[config.mk]
export PLATFORM = sky130hd
export DESIGN_NAME = dcc_top
export DESIGN_NICKNAME = d
export VERILOG_FILES = /design/src/dcc_pkg.sv /design/src/dcc_trig.sv /design/src/dcc_top.sv
export VERILOG_INCLUDE_DIRS = /design/src /design/src/src
export SDC_FILE = /design/constraint.sdc
export NUM_CORES = 1
export LEC_CHECK = 0
export ABC_AREA = 1
export ABC_CLOCK_PERIOD_IN_PS = 5200
export BUFFER_PORTS_ARGS = -buffer_cell sky130_fd_sc_hd__buf_2
export CORE_AREA = 2 2 170 188
export DETAILED_ROUTE_END_ITERATION = 8
export DIE_AREA = 0 0 172 190
export MAX_ROUTING_LAYER = met4
export PLACE_DENSITY = 0.86
export SLEW_MARGIN = 40
export SYNTH_ARGS = -nofsm -noshare
export SYNTH_HDL_FRONTEND = slang
export SYNTH_SLANG_ARGS = --single-unit
export TNS_END_PERCENT = 20
[constraint.sdc]
create_clock -name clk_i -period 5.2 [get_ports clk_i]
set_clock_uncertainty 0.1 [all_clocks]
set_input_delay 1.3 -clock clk_i [delete_from_list [all_inputs] [get_ports clk_i]]
set_output_delay 1.3 -clock clk_i [all_outputs]
set_load 0.005 [all_outputs]
[src/dcc_map.svh]
// register offsets, reset values and field constants of the dma channels
// assumes byte addressing on a 32-bit wishbone bus, one register per word
//
// How it works
// [RL1] source width bit picks word or byte read
// [RL2] trigger bit picks rising edge or high level
// [RL3] triggers ignored while channel enable is clear
// [RL4] interrupt flag shows one while interrupt pending
// [RL5] interrupt request only when flag and enable set
// [RL6] nmi during transfer sets abort status bit
// [RL7] software request starts transfer, then clears itself
// [RL8] source address register never altered by transfers
// [RL9] destination address register never altered by transfers
// [RL10] extended words: bits fifteen to four read zero
// [RL11] word write to address clears its extended word
// [RL12] word reads of extended words return zero
// [RL13] size register sets units per block
// [RL14] size count drops by one per unit
// [RL15] count reaching zero reloads programmed size at once
// [RL16] size zero disables channel, else exact count
// [RL17] vector gives 2, 4, 6; channel zero first
`ifndef DCC_MAP_SVH
`define DCC_MAP_SVH

// offsets inside one channel window
`define DCC_OFF_CTL 5'h00
`define DCC_OFF_SA 5'h04
`define DCC_OFF_SAX 5'h08
`define DCC_OFF_DA 5'h0C
`define DCC_OFF_DAX 5'h10
`define DCC_OFF_SZ 5'h14
// shared vector register
`define DCC_ADR_IV 8'h60

// reset values
`define DCC_CTL_RST 8'h00
`define DCC_WORD_RST 16'h0000
`define DCC_EXT_RST 4'h0

// vector encoding
`define DCC_IV_NONE 16'h0000
`define DCC_IV_STEP 16'h0002

`endif

[src/dcc_pkg.sv]
// types shared by the dma channel block
// assumes the offsets of dcc_map.svh
package dcc_pkg;

  typedef struct packed {
    logic dst_byte_select;
    logic source_width_select;
    logic trigger_sensitivity_select;
    logic channel_enable_bit;
    logic channel_irq_flag;
    logic channel_irq_enable;
    logic nmi_abort_status;
    logic software_start_request;
  } dcc_ctl_t;

  typedef struct packed {
    logic req;
    logic we;
    logic byte_sel;
    logic [19:0] addr;
    logic [15:0] wdata;
  } dcc_mem_req_t;

  typedef enum logic [1:0] {DCC_IDLE, DCC_RD, DCC_GAP, DCC_WR} dcc_state_t;

endpackage

[src/dcc_trig.sv]
// trigger input conditioning for one dma channel
// assumes trig_i is asynchronous to clk_i
`timescale 1ns/1ns
`default_nettype none

module dcc_trig (
  // clock and reset
  input wire logic clk_i,
  input wire logic rst_i,
  // trigger pin and mode
  input wire logic trig_i,
  input wire logic level_i,
  // conditioned request
  output logic req_o
);

  logic s1_q;
  logic s2_q;
  logic s3_q;

  always_ff @(posedge clk_i)
  begin
    if (rst_i)
    begin
      s1_q <= 1'b0;
      s2_q <= 1'b0;
      s3_q <= 1'b0;
    end
    else
    begin
      s1_q <= trig_i;
      s2_q <= s1_q;
      s3_q <= s2_q;
    end
  end

  assign req_o = level_i ? s2_q : (s2_q & ~s3_q); // [RL2]

endmodule

`default_nettype wire

[src/dcc_top.sv]
// dma channel registers, trigger handling and single-unit mover
// assumes a classic wishbone master and a memory port that holds ack
// for one cycle per request; trigger and nmi pins are asynchronous
`timescale 1ns/1ns
`include "dcc_map.svh"
`default_nettype none

module dcc_top #(
  parameter int NCH = 3
) (
  // clock and reset
  input wire logic clk_i,
  input wire logic rst_i,
  // wishbone slave
  input wire logic wb_cyc_i,
  input wire logic wb_stb_i,
  input wire logic wb_we_i,
  input wire logic [7:0] wb_adr_i,
  input wire logic [3:0] wb_sel_i,
  input wire logic [31:0] wb_dat_i,
  output logic [31:0] wb_dat_o,
  output logic wb_ack_o,
  // trigger and abort pins
  input wire logic [NCH-1:0] trig_i,
  input wire logic nmi_i,
  // memory master
  output dcc_pkg::dcc_mem_req_t mem_o,
  input wire logic mem_ack_i,
  input wire logic [15:0] mem_rdata_i,
  // interrupt requests
  output logic [NCH-1:0] irq_o
);

  localparam int CW = (NCH > 1) ? $clog2(NCH) : 1;

  function automatic logic [15:0] dcc_merge(input logic [15:0] old,
                                            input logic [31:0] d,
                                            input logic [3:0] sel);
    dcc_merge = {sel[1] ? d[15:8] : old[15:8], sel[0] ? d[7:0] : old[7:0]};
  endfunction

  function automatic logic [CW-1:0] dcc_pick(input logic [NCH-1:0] p);
    dcc_pick = '0;
    for (int k = NCH - 1; k >= 0; k--)
    begin
      if (p[k])
      begin
        dcc_pick = CW'(k);
      end
    end
  endfunction

  // bus decode
  logic ack_q;
  logic [31:0] dat_q;
  wire logic acc = wb_cyc_i & wb_stb_i & ~ack_q;
  wire logic wr = acc & wb_we_i;
  wire logic [2:0] a_ch = wb_adr_i[7:5];
  wire logic [4:0] a_reg = wb_adr_i[4:0];
  wire logic iv_hit = (wb_adr_i == `DCC_ADR_IV);
  wire logic ch_hit = (32'(a_ch) < NCH);

  // abort pin synchroniser
  logic nmi_s1_q;
  logic nmi_s2_q;
  logic nmi_s3_q;
  wire logic nmi_rise = nmi_s2_q & ~nmi_s3_q;

  // mover state
  dcc_pkg::dcc_state_t st_q;
  logic [CW-1:0] cur_q;
  dcc_pkg::dcc_mem_req_t mem_q;
  logic [NCH-1:0] irq_q;

  // per-channel state visible to the mover
  dcc_pkg::dcc_ctl_t ctl_q [NCH];
  logic [15:0] sa_q [NCH];
  logic [3:0] sax_q [NCH];
  logic [15:0] da_q [NCH];
  logic [3:0] dax_q [NCH];
  logic [15:0] rdv [NCH];
  logic [NCH-1:0] pend_q;
  logic [NCH-1:0] ifg;

  wire logic busy = (st_q != dcc_pkg::DCC_IDLE);
  wire logic [NCH-1:0] cur_oh = NCH'(1) << cur_q;
  wire logic [NCH-1:0] srv =
    (st_q == dcc_pkg::DCC_WR && mem_ack_i && !nmi_rise) ? cur_oh : '0;
  wire logic [NCH-1:0] abt = (busy && nmi_rise) ? cur_oh : '0; // [RL6]

  genvar i;
  generate
    for (i = 0; i < NCH; i++)
    begin : g_ch
      wire logic sel_ch = ch_hit & (a_ch == 3'(i));
      wire logic wr_ctl = wr & sel_ch & (a_reg == `DCC_OFF_CTL);
      wire logic wr_sa = wr & sel_ch & (a_reg == `DCC_OFF_SA);
      wire logic wr_sax = wr & sel_ch & (a_reg == `DCC_OFF_SAX);
      wire logic wr_da = wr & sel_ch & (a_reg == `DCC_OFF_DA);
      wire logic wr_dax = wr & sel_ch & (a_reg == `DCC_OFF_DAX);
      wire logic wr_sz = wr & sel_ch & (a_reg == `DCC_OFF_SZ);
      wire logic hw_req;
      logic [15:0] sz_q;
      logic [15:0] cnt_q;
      dcc_pkg::dcc_ctl_t ctl_d;
      wire logic sz_live = (sz_q != `DCC_WORD_RST); // [RL16]
      wire logic trig_ok = ctl_q[i].channel_enable_bit & sz_live & // [RL3]
        (ctl_q[i].software_start_request | hw_req); // [RL7]
      wire logic last = (cnt_q == 16'h0001);

      dcc_trig u_trig (
        .clk_i(clk_i),
        .rst_i(rst_i),
        .trig_i(trig_i[i]),
        .level_i(ctl_q[i].trigger_sensitivity_select),
        .req_o(hw_req)
      );

      always_comb
      begin
        ctl_d = ctl_q[i];
        ctl_d.software_start_request = 1'b0; // [RL7]
        if (wr_ctl && wb_sel_i[0])
        begin
          ctl_d = dcc_pkg::dcc_ctl_t'(wb_dat_i[7:0]);
        end
        if (srv[i] && last)
        begin
          ctl_d.channel_irq_flag = 1'b1; // [RL4]
        end
        if (abt[i])
        begin
          ctl_d.nmi_abort_status = 1'b1; // [RL6]
        end
      end

      always_ff @(posedge clk_i)
      begin
        if (rst_i)
        begin
          ctl_q[i] <= dcc_pkg::dcc_ctl_t'(`DCC_CTL_RST);
          pend_q[i] <= 1'b0;
        end
        else
        begin
          ctl_q[i] <= ctl_d;
          pend_q[i] <= ((pend_q[i] & ~srv[i] & ~abt[i]) | trig_ok) &
            ctl_q[i].channel_enable_bit; // [RL3]
        end
      end

      // address registers change only by software writes
      always_ff @(posedge clk_i)
      begin
        if (rst_i)
        begin
          sa_q[i] <= `DCC_WORD_RST;
          sax_q[i] <= `DCC_EXT_RST;
          da_q[i] <= `DCC_WORD_RST;
          dax_q[i] <= `DCC_EXT_RST;
        end
        else
        begin
          if (wr_sa)
          begin
            sa_q[i] <= dcc_merge(sa_q[i], wb_dat_i, wb_sel_i); // [RL8]
            sax_q[i] <= `DCC_EXT_RST; // [RL11]
          end
          else if (wr_sax && wb_sel_i[0])
          begin
            sax_q[i] <= wb_dat_i[3:0]; // [RL10]
          end
          if (wr_da)
          begin
            da_q[i] <= dcc_merge(da_q[i], wb_dat_i, wb_sel_i); // [RL9]
            dax_q[i] <= `DCC_EXT_RST; // [RL11]
          end
          else if (wr_dax && wb_sel_i[0])
          begin
            dax_q[i] <= wb_dat_i[3:0]; // [RL10]
          end
        end
      end

      always_ff @(posedge clk_i)
      begin
        if (rst_i)
        begin
          sz_q <= `DCC_WORD_RST;
          cnt_q <= `DCC_WORD_RST;
        end
        else if (wr_sz)
        begin
          sz_q <= dcc_merge(sz_q, wb_dat_i, wb_sel_i); // [RL13]
          cnt_q <= dcc_merge(sz_q, wb_dat_i, wb_sel_i);
        end
        else if (srv[i])
        begin
          cnt_q <= last ? sz_q : cnt_q - 16'h0001; // [RL14] [RL15]
        end
      end

      assign ifg[i] = ctl_q[i].channel_irq_flag;
      // extended words read as zero over word access
      assign rdv[i] =
        (a_reg == `DCC_OFF_CTL) ? {8'h00, ctl_q[i]} :
        (a_reg == `DCC_OFF_SA) ? sa_q[i] :
        (a_reg == `DCC_OFF_DA) ? da_q[i] :
        (a_reg == `DCC_OFF_SZ) ? cnt_q : `DCC_WORD_RST; // [RL12]
    end
  endgenerate

  // highest priority pending flag, channel zero first
  function automatic logic [15:0] dcc_vec(input logic [NCH-1:0] f);
    dcc_vec = `DCC_IV_NONE;
    for (int k = NCH - 1; k >= 0; k--)
    begin
      if (f[k])
      begin
        dcc_vec = 16'(k + 1) * `DCC_IV_STEP; // [RL17]
      end
    end
  endfunction

  wire logic [15:0] iv_val = dcc_vec(ifg);
  wire logic [15:0] rd_val = iv_hit ? iv_val :
    ch_hit ? rdv[a_ch[CW-1:0]] : `DCC_WORD_RST;

  always_ff @(posedge clk_i)
  begin
    if (rst_i)
    begin
      ack_q <= 1'b0;
      dat_q <= '0;
    end
    else
    begin
      ack_q <= acc;
      dat_q <= {16'h0000, rd_val};
    end
  end

  always_ff @(posedge clk_i)
  begin
    if (rst_i)
    begin
      nmi_s1_q <= 1'b0;
      nmi_s2_q <= 1'b0;
      nmi_s3_q <= 1'b0;
      irq_q <= '0;
    end
    else
    begin
      nmi_s1_q <= nmi_i;
      nmi_s2_q <= nmi_s1_q;
      nmi_s3_q <= nmi_s2_q;
      for (int k = 0; k < NCH; k++)
      begin
        irq_q[k] <= ctl_q[k].channel_irq_flag &
          ctl_q[k].channel_irq_enable; // [RL5]
      end
    end
  end

  // mover: read one unit, gap, write one unit
  wire logic [CW-1:0] nxt = dcc_pick(pend_q);
  wire logic src_byte = ctl_q[nxt].source_width_select;
  wire logic [15:0] rd_unit =
    ctl_q[cur_q].source_width_select ? {8'h00, mem_rdata_i[7:0]} :
    mem_rdata_i; // [RL1]

  always_ff @(posedge clk_i)
  begin
    if (rst_i)
    begin
      st_q <= dcc_pkg::DCC_IDLE;
      cur_q <= '0;
      mem_q <= '0;
    end
    else if (busy && nmi_rise)
    begin
      st_q <= dcc_pkg::DCC_IDLE; // [RL6]
      mem_q.req <= 1'b0;
    end
    else
    begin
      unique case (st_q)
        dcc_pkg::DCC_IDLE:
        begin
          if (pend_q != '0)
          begin
            cur_q <= nxt;
            mem_q.req <= 1'b1;
            mem_q.we <= 1'b0;
            mem_q.byte_sel <= src_byte; // [RL1]
            mem_q.addr <= {sax_q[nxt], sa_q[nxt]};
            st_q <= dcc_pkg::DCC_RD;
          end
        end
        dcc_pkg::DCC_RD:
        begin
          if (mem_ack_i)
          begin
            mem_q.req <= 1'b0;
            mem_q.wdata <= rd_unit;
            st_q <= dcc_pkg::DCC_GAP;
          end
        end
        dcc_pkg::DCC_GAP:
        begin
          mem_q.req <= 1'b1;
          mem_q.we <= 1'b1;
          mem_q.byte_sel <= ctl_q[cur_q].dst_byte_select;
          mem_q.addr <= {dax_q[cur_q], da_q[cur_q]};
          st_q <= dcc_pkg::DCC_WR;
        end
        dcc_pkg::DCC_WR:
        begin
          if (mem_ack_i)
          begin
            mem_q.req <= 1'b0;
            mem_q.we <= 1'b0;
            st_q <= dcc_pkg::DCC_IDLE;
          end
        end
      endcase
    end
  end

  assign wb_ack_o = ack_q;
  assign wb_dat_o = dat_q;
  assign mem_o = mem_q;
  assign irq_o = irq_q;

endmodule

`default_nettype wire

==> results of run 1 <==
-- layer usage --
layer  share of wire  vias to the layer above  global-route usage
li1                -                     7683                   -
met1            0.38                     7713               0.427
met2            0.46                      964               0.557
met3           0.094                      216              0.0533
met4           0.066                        0               0.206
met5               0                        -                   -
-- power breakdown --
group	total, W	switching (W)	internal, W	leakage [nW]
Sequential	0.00281	0.0000738	0.00274	2.81
Combinational	0.000927	0.000627	0.000300	4.69
Clock	0.00261	0.00104	0.00157	0.589
-- state kept, by name (all words and copies together) (netlist names), 12 cells and up, named ones only --
name	flops
ctl_q	24
dax_q	12
g_ch.sz_q	48
wb_dat_o	16
g_ch.cnt_q	48
da_q	48
sax_q	12
mem_o	39
sa_q	48
-- metrics by stage --
step / power, W / worst slack (ps) / hold WS (ps)
6_report: 0.00635 / 1250 / 307
5_1_grt: 0.00658 / 1090 / 331
4_1_cts: 0.00634 / 1420 / 302
3_5_place_dp: 0.00377 / 900 / 300
3_3_place_gp: 0.00374 / 985 / 298
2_1_floorplan: 0.00344 / 1950 / 288
-- placed cells by master, fill, tap and decap left out, types with 35 or more instances in the layout --
cell type,count
o21ai_0,230
dfxtp_1,200
nand2_1,474
edfxtp_1,120
nand3_1,105
nor2_1,319
buf_2,110
a21oi_1,248
clkbuf_16,38
inv_1,259
o211ai_1,35
-- worst max path at each step --
stage | end | start | cells past startpoint | slack, ps
2_1_floorplan | sa_q[2][0] | wb_adr_i[5] | 6 | 1950
3_3_place_gp | sa_q[2][13] | wb_adr_i[2] | 11 | 990
3_5_place_dp | sa_q[1][1] | wb_adr_i[2] | 10 | 900
4_1_cts | sa_q[1][1] | wb_adr_i[2] | 10 | 1420
5_1_grt | sa_q[1][1] | wb_adr_i[2] | 10 | 1090
6_report | sa_q[2][5] | wb_adr_i[2] | 10 | 1250
-- critical path, stage by stage --
cell	delay (ps)
buf_2	170
inv_2	50
nor2_2	340
nand2_2	520
nor2_1	260
buf_4	250
inv_2	330
nor2_1	250
nand2_1	470
nor2_1	250
-- logic make-up after synthesis --
| group | count (synthesis) | synth area share |
|---|---|---|
| fa+ha+maj | 10 | 0.00750 |
| flops | 320 | 0.456 |
| compound gates | 575 | 0.186 |
| xor+xnor | 13 | 0.00683 |
| buf+inv | 404 | 0.100 |
| simple gates | 976 | 0.244 |
| other cells | 1 | 0.000225 |
-- synth_stat cells, types with 20 or more instances --
library cell / n / share of area
clkbuf_1: 67 / 0.015
dfxtp_1: 200 / 0.24
a21oi_1: 248 / 0.074
buf_4: 20 / 0.0090
nand3_1: 105 / 0.032
nand4_1: 31 / 0.012
buf_2: 30 / 0.0090
edfxtp_1: 120 / 0.22
nand2_1: 474 / 0.11
o211ai_1: 35 / 0.016
inv_1: 261 / 0.059
o21ai_0: 230 / 0.069
nor2_1: 320 / 0.072
-- area by class of cell --
type / instances / area, µm² / area share
Sequential cell: 320 / 7610 / 0.408
Multi-Input combinational cell: 1590 / 7490 / 0.402
Clock buffer: 52 / 1060 / 0.0571
Inverter: 273 / 1030 / 0.0553
Timing Repair Buffer: 139 / 772 / 0.0414
Tap cell: 420 / 526 / 0.0282
Clock inverter: 11 / 135 / 0.00725
Antenna cell: 2 / 5.00 / 0.000269
==> impl_metrics.csv, run 1 <==
group,metric,value,unit
status,status,"finished with violations",
status,failed_checks,"design-rule violations",
global_routing,antenna_found_initial,2,
yosys,synth-async-reset-ratio,0,
floorplan,io_pins,145,
routing,avgRoutedWirePerCell,19.9,µm
setup_path,critPathArrivalTime,4200,ps
cts,cts_root_buffer,"clkbuf_16",
setup_path,reg2regPathDepth,9,
finish,drive_gt1_frac,0.0956,
setup_path,setup.worst_path.end_class,"flip-flop",
global_routing,grt_usage,0.352,
sta,min_period,3950,ps
setup_path,required,5460,ps
finish,n_fill_cell,2802,
placement,placed_cell_area,0.0174,mm²
cts,cts_tree,"done",
sta,post-route-period-util,0.759,
floorplan,rows,68,
sta,fmax,253,MHz
routing,drt-vias-per-instance,5.91,
yosys,synth.cell_area,0.0167,mm²
setup_path,worstSetupPathType,"in2reg",
sta,rsz0062_at_grt,"false",
setup_path,rr_endpoint,"g_ch[1].cnt_q[10]",
finish,finish.utilization,0.601,
power_and_ir_drop,p_leak,8.09,nW
worst_hold_path,min_from,"g_ch[2].u_trig.s1_q",
routing,first_pass_iters,8,
global_routing,grt_max_degree,81,
worst_hold_path,hold_path.class,"reg2reg",
floorplan,dieArea,0.0327,mm²
worst_hold_path,hold_depth,2,
yosys,synth_warnings,0,
floorplan,start_util,0.539,
routing,drt_iter0_markers,1698,
yosys,synth.distinct_cells,46,
cts,clk_pin_slew,60,ps
cts,cts-buffers-inserted,36,
yosys,dominantRegCellSynth,"dfxtp_1",
global_routing,grt_overflow_total,0,
routing,ant_nets,0,
setup_path,cp_max_fo,45,
sta,relSlewSlack,0.465,
power_and_ir_drop,powerDensity,341,mW/mm²
routing,drc,1,
yosys,synth_seq_cells,320,
routing,totalWireLength,55900,µm
cts,htree_num_levels,2,
sta,setup_tns,0,ps
placement,finalWeightedCongestion,0.997,
setup_path,rrSetupSlack,2490,ps
yosys,synth.avg_cell_area,7.26,µm²
floorplan,die_y,190,µm
setup_path,critPathLaunchType,"primary input",
finish,syn2layout_area_growth,11.7,%
global_routing,grt_first_pass_wirelength,85400,µm
sta,tightest_slew,802,ps
run,cap_viol_max_count,0,
finish,stdcell_area,0.0186,mm²
placement,dp_hpwl,39600,µm
power_and_ir_drop,ir_drop,0.280,mV
sta,slew_violations,0,
sta,finalHoldViolations,0,
floorplan,core,0.0310,mm²
finish,fin_nets,2440,
setup_path,r2r_start,"st_q[1]",
cts,postCtsSetupBuffers,0,
yosys,synth_edf_count,120,
cts,hold_buffers,0,
yosys,syn_inst,2299,
worst_hold_path,min_to,"g_ch[2].u_trig.s2_q",
global_routing,grt_pass1_vias,15600,
sta,setup_viol,0,
cts,cts_resized,0,
placement,placed_cells,2742,
finish,instances_no_fill,2807,
cts,clkSinkCount,320,
floorplan,dieWidth,172,µm
placement,portBuffers,110,
routing,num_vias,16600,
yosys,yosysSeqAreaShare,0.456,
cts,insertion_delay,530,ps
cts,cts_buffer_depth,3,
No activity file was read; power rests on OpenSTA's default activity.
==> inputs of run 2 (changes only) <==
ABC_CLOCK_PERIOD_IN_PS = 3200   (was 5200)
PLACE_DENSITY = 0.88   (was 0.86)
clock period = 3.2 ns   (was 5.2 ns; I/O delays follow)
==> run 2 against run 1 <==
Net effect:
- the flow now finishes without violations
- core utilization is 0.78 points higher
- global-route usage is 0.37 points lower
- via count is 0.28% higher
==> impl_metrics.csv, run 2 (same netlist as run 1, synthesis figures left out) <==
group,metric,value,unit
setup_path,critPathArrivalTime,2690,ps
finish,layout_commonest_cell,"nand2_1",
global_routing,grtUsageMet3,0.0649,
sta,setup_viol,0,
global_routing,grtUsageMet2,0.557,
sta,setup_tns,0,ps
setup_path,reg2regPathDepth,7,
cts,insertion_delay,530,ps
setup_path,critPathLaunchType,"primary input",
cts,htree_num_levels,2,
floorplan,dieArea,0.0327,mm²
sta,finalHoldViolations,0,
cts,clk_pin_slew,60,ps
power_and_ir_drop,netSwitchingFraction,0.269,
routing,drt_iter0_markers,1726,
cts,cts_tree,"done",
power_and_ir_drop,clkPwrFrac,0.415,
status,status,"finished, final reports clean",
global_routing,busiest_layer,"met2",
cts,hold_buffers,0,
sta,rsz0062_at_grt,"false",
power_and_ir_drop,power.internal,0.00760,W
sta,tightest_slew,805,ps
routing,first_pass_iters,9,
run,cap_viol_max_count,0,
finish,drive_gt1_frac,0.105,
power_and_ir_drop,p_sw,0.00280,W
routing,drt-vias-per-instance,5.87,
floorplan,io_pins,145,
setup_path,rr_endpoint,"da_q[2][15]",
placement,finalWeightedCongestion,1.01,
global_routing,grt_usage,0.348,
worst_hold_path,hold_path.class,"reg2reg",
global_routing,grt_pass1_vias,15600,
floorplan,rows,68,
placement,portBuffers,110,
sta,post-route-period-util,0.758,
setup_path,required,3460,ps
routing,totalWireLength,55600,µm
setup_path,r2r_start,"wb_ack_o",
cts,postCtsSetupBuffers,0,
power_and_ir_drop,seqPwrFrac,0.440,
worst_hold_path,hold_depth,2,
global_routing,grt_first_pass_wirelength,84500,µm
finish,mostFrequentLayoutCells,"nand2_1, nor2_1, inv_1",
cts,cts_resized,0,
placement,dp_hpwl,40100,µm
sta,fmax,412,MHz
global_routing,antenna_found_initial,2,
setup_path,worstSetupPathType,"in2reg",
routing,num_vias,16600,
floorplan,die_y,190,µm
floorplan,start_util,0.539,
setup_path,setup.worst_path.end_class,"flip-flop",
power_and_ir_drop,p_leak,8.24,nW
cts,cts_buffer_depth,3,
power_and_ir_drop,share_comb_of_total_power,0.145,
setup_path,rrSetupSlack,840,ps
global_routing,met1_usage,0.415,
worst_hold_path,min_to,"nmi_s2_q",
sta,min_period,2430,ps
routing,ant_nets,0,
routing,drc,0,
floorplan,core,0.0310,mm²
floorplan,dieWidth,172,µm
setup_path,cp_max_fo,15,
power_and_ir_drop,power,0.0104,W
finish,syn2layout_area_growth,13.1,%
cts,cts-buffers-inserted,35,
global_routing,grt_overflow_total,0,
routing,avgRoutedWirePerCell,19.6,µm
sta,relSlewSlack,0.463,
power_and_ir_drop,powerDensity,551,mW/mm²
power_and_ir_drop,ir_drop,0.439,mV
sta,slew_violations,0,
cts,cts_root_buffer,"clkbuf_16",
finish,fin_nets,2464,
worst_hold_path,min_from,"nmi_s1_q",
cts,clkSinkCount,320,
global_routing,grt_max_degree,132,
sta,fin_hold_ws,310,ps
## run 2: worst max-delay path by stage
stage	depth (start not counted)	to	startpoint
after floorplan	6	sa_q[2][0]	wb_adr_i[5]
after global placement	9	g_ch[1].cnt_q[3]	wb_adr_i[6]
after detailed placement	9	g_ch[1].cnt_q[5]	wb_adr_i[6]
after CTS	8	sa_q[1][1]	wb_adr_i[6]
after global routing	9	sa_q[2][12]	wb_adr_i[2]
final	8	da_q[2][15]	wb_adr_i[7]
## run 2: layout make-up
type | count | area [µm²]
clock buffers | 51 | 1070
multi-input cells | 1590 | 7480
repair buffers | 164 | 985
inverters | 273 | 1030
flip-flops and latches | 320 | 7610
diodes | 2 | 5.00
clock inverters | 11 | 165
well taps | 420 | 526
fillers | 2729 | 12100
## run 2: metal layers
metal | routed length (µm) | share of wire | vias to the layer above
met1 | 20500 | 0.37 | 7696
met2 | 26100 | 0.47 | 990
met5 | 0 | 0 | -
met4 | 3370 | 0.061 | 0
met3 | 5620 | 0.10 | 206
li1 | - | - | 7731
## run 2: power by group through the flow
stage / logic [W] / registers, W / clock network [W]
2_1_floorplan: 0.000946 / 0.00464 / 0
3_3_place_gp: 0.00145 / 0.00464 / 0
3_5_place_dp: 0.00149 / 0.00466 / 0
4_1_cts: 0.00150 / 0.00457 / 0.00433
5_1_grt: 0.00168 / 0.00459 / 0.00449
6_report: 0.00151 / 0.00458 / 0.00432
## run 2: through the flow
stage,cells,instance area [µm²],util,setup WS (ps)
4_1_cts,2829,18900,0.609,841
3_3_place_gp,2767,17600,0.569,335
2_1_floorplan,2314,16700,-,455
5_1_grt,2831,18900,0.609,609
6_report,2831,18900,0.609,773
3_5_place_dp,2767,17600,0.569,312
## run 2: worst max-delay path, stage by stage
cell and delay (ps):
buf_2 120, inv_1 160, nand2_1 170, nor3_4 460, inv_2 160, nor2_1 170
nand2_1 390, nor2_1 260
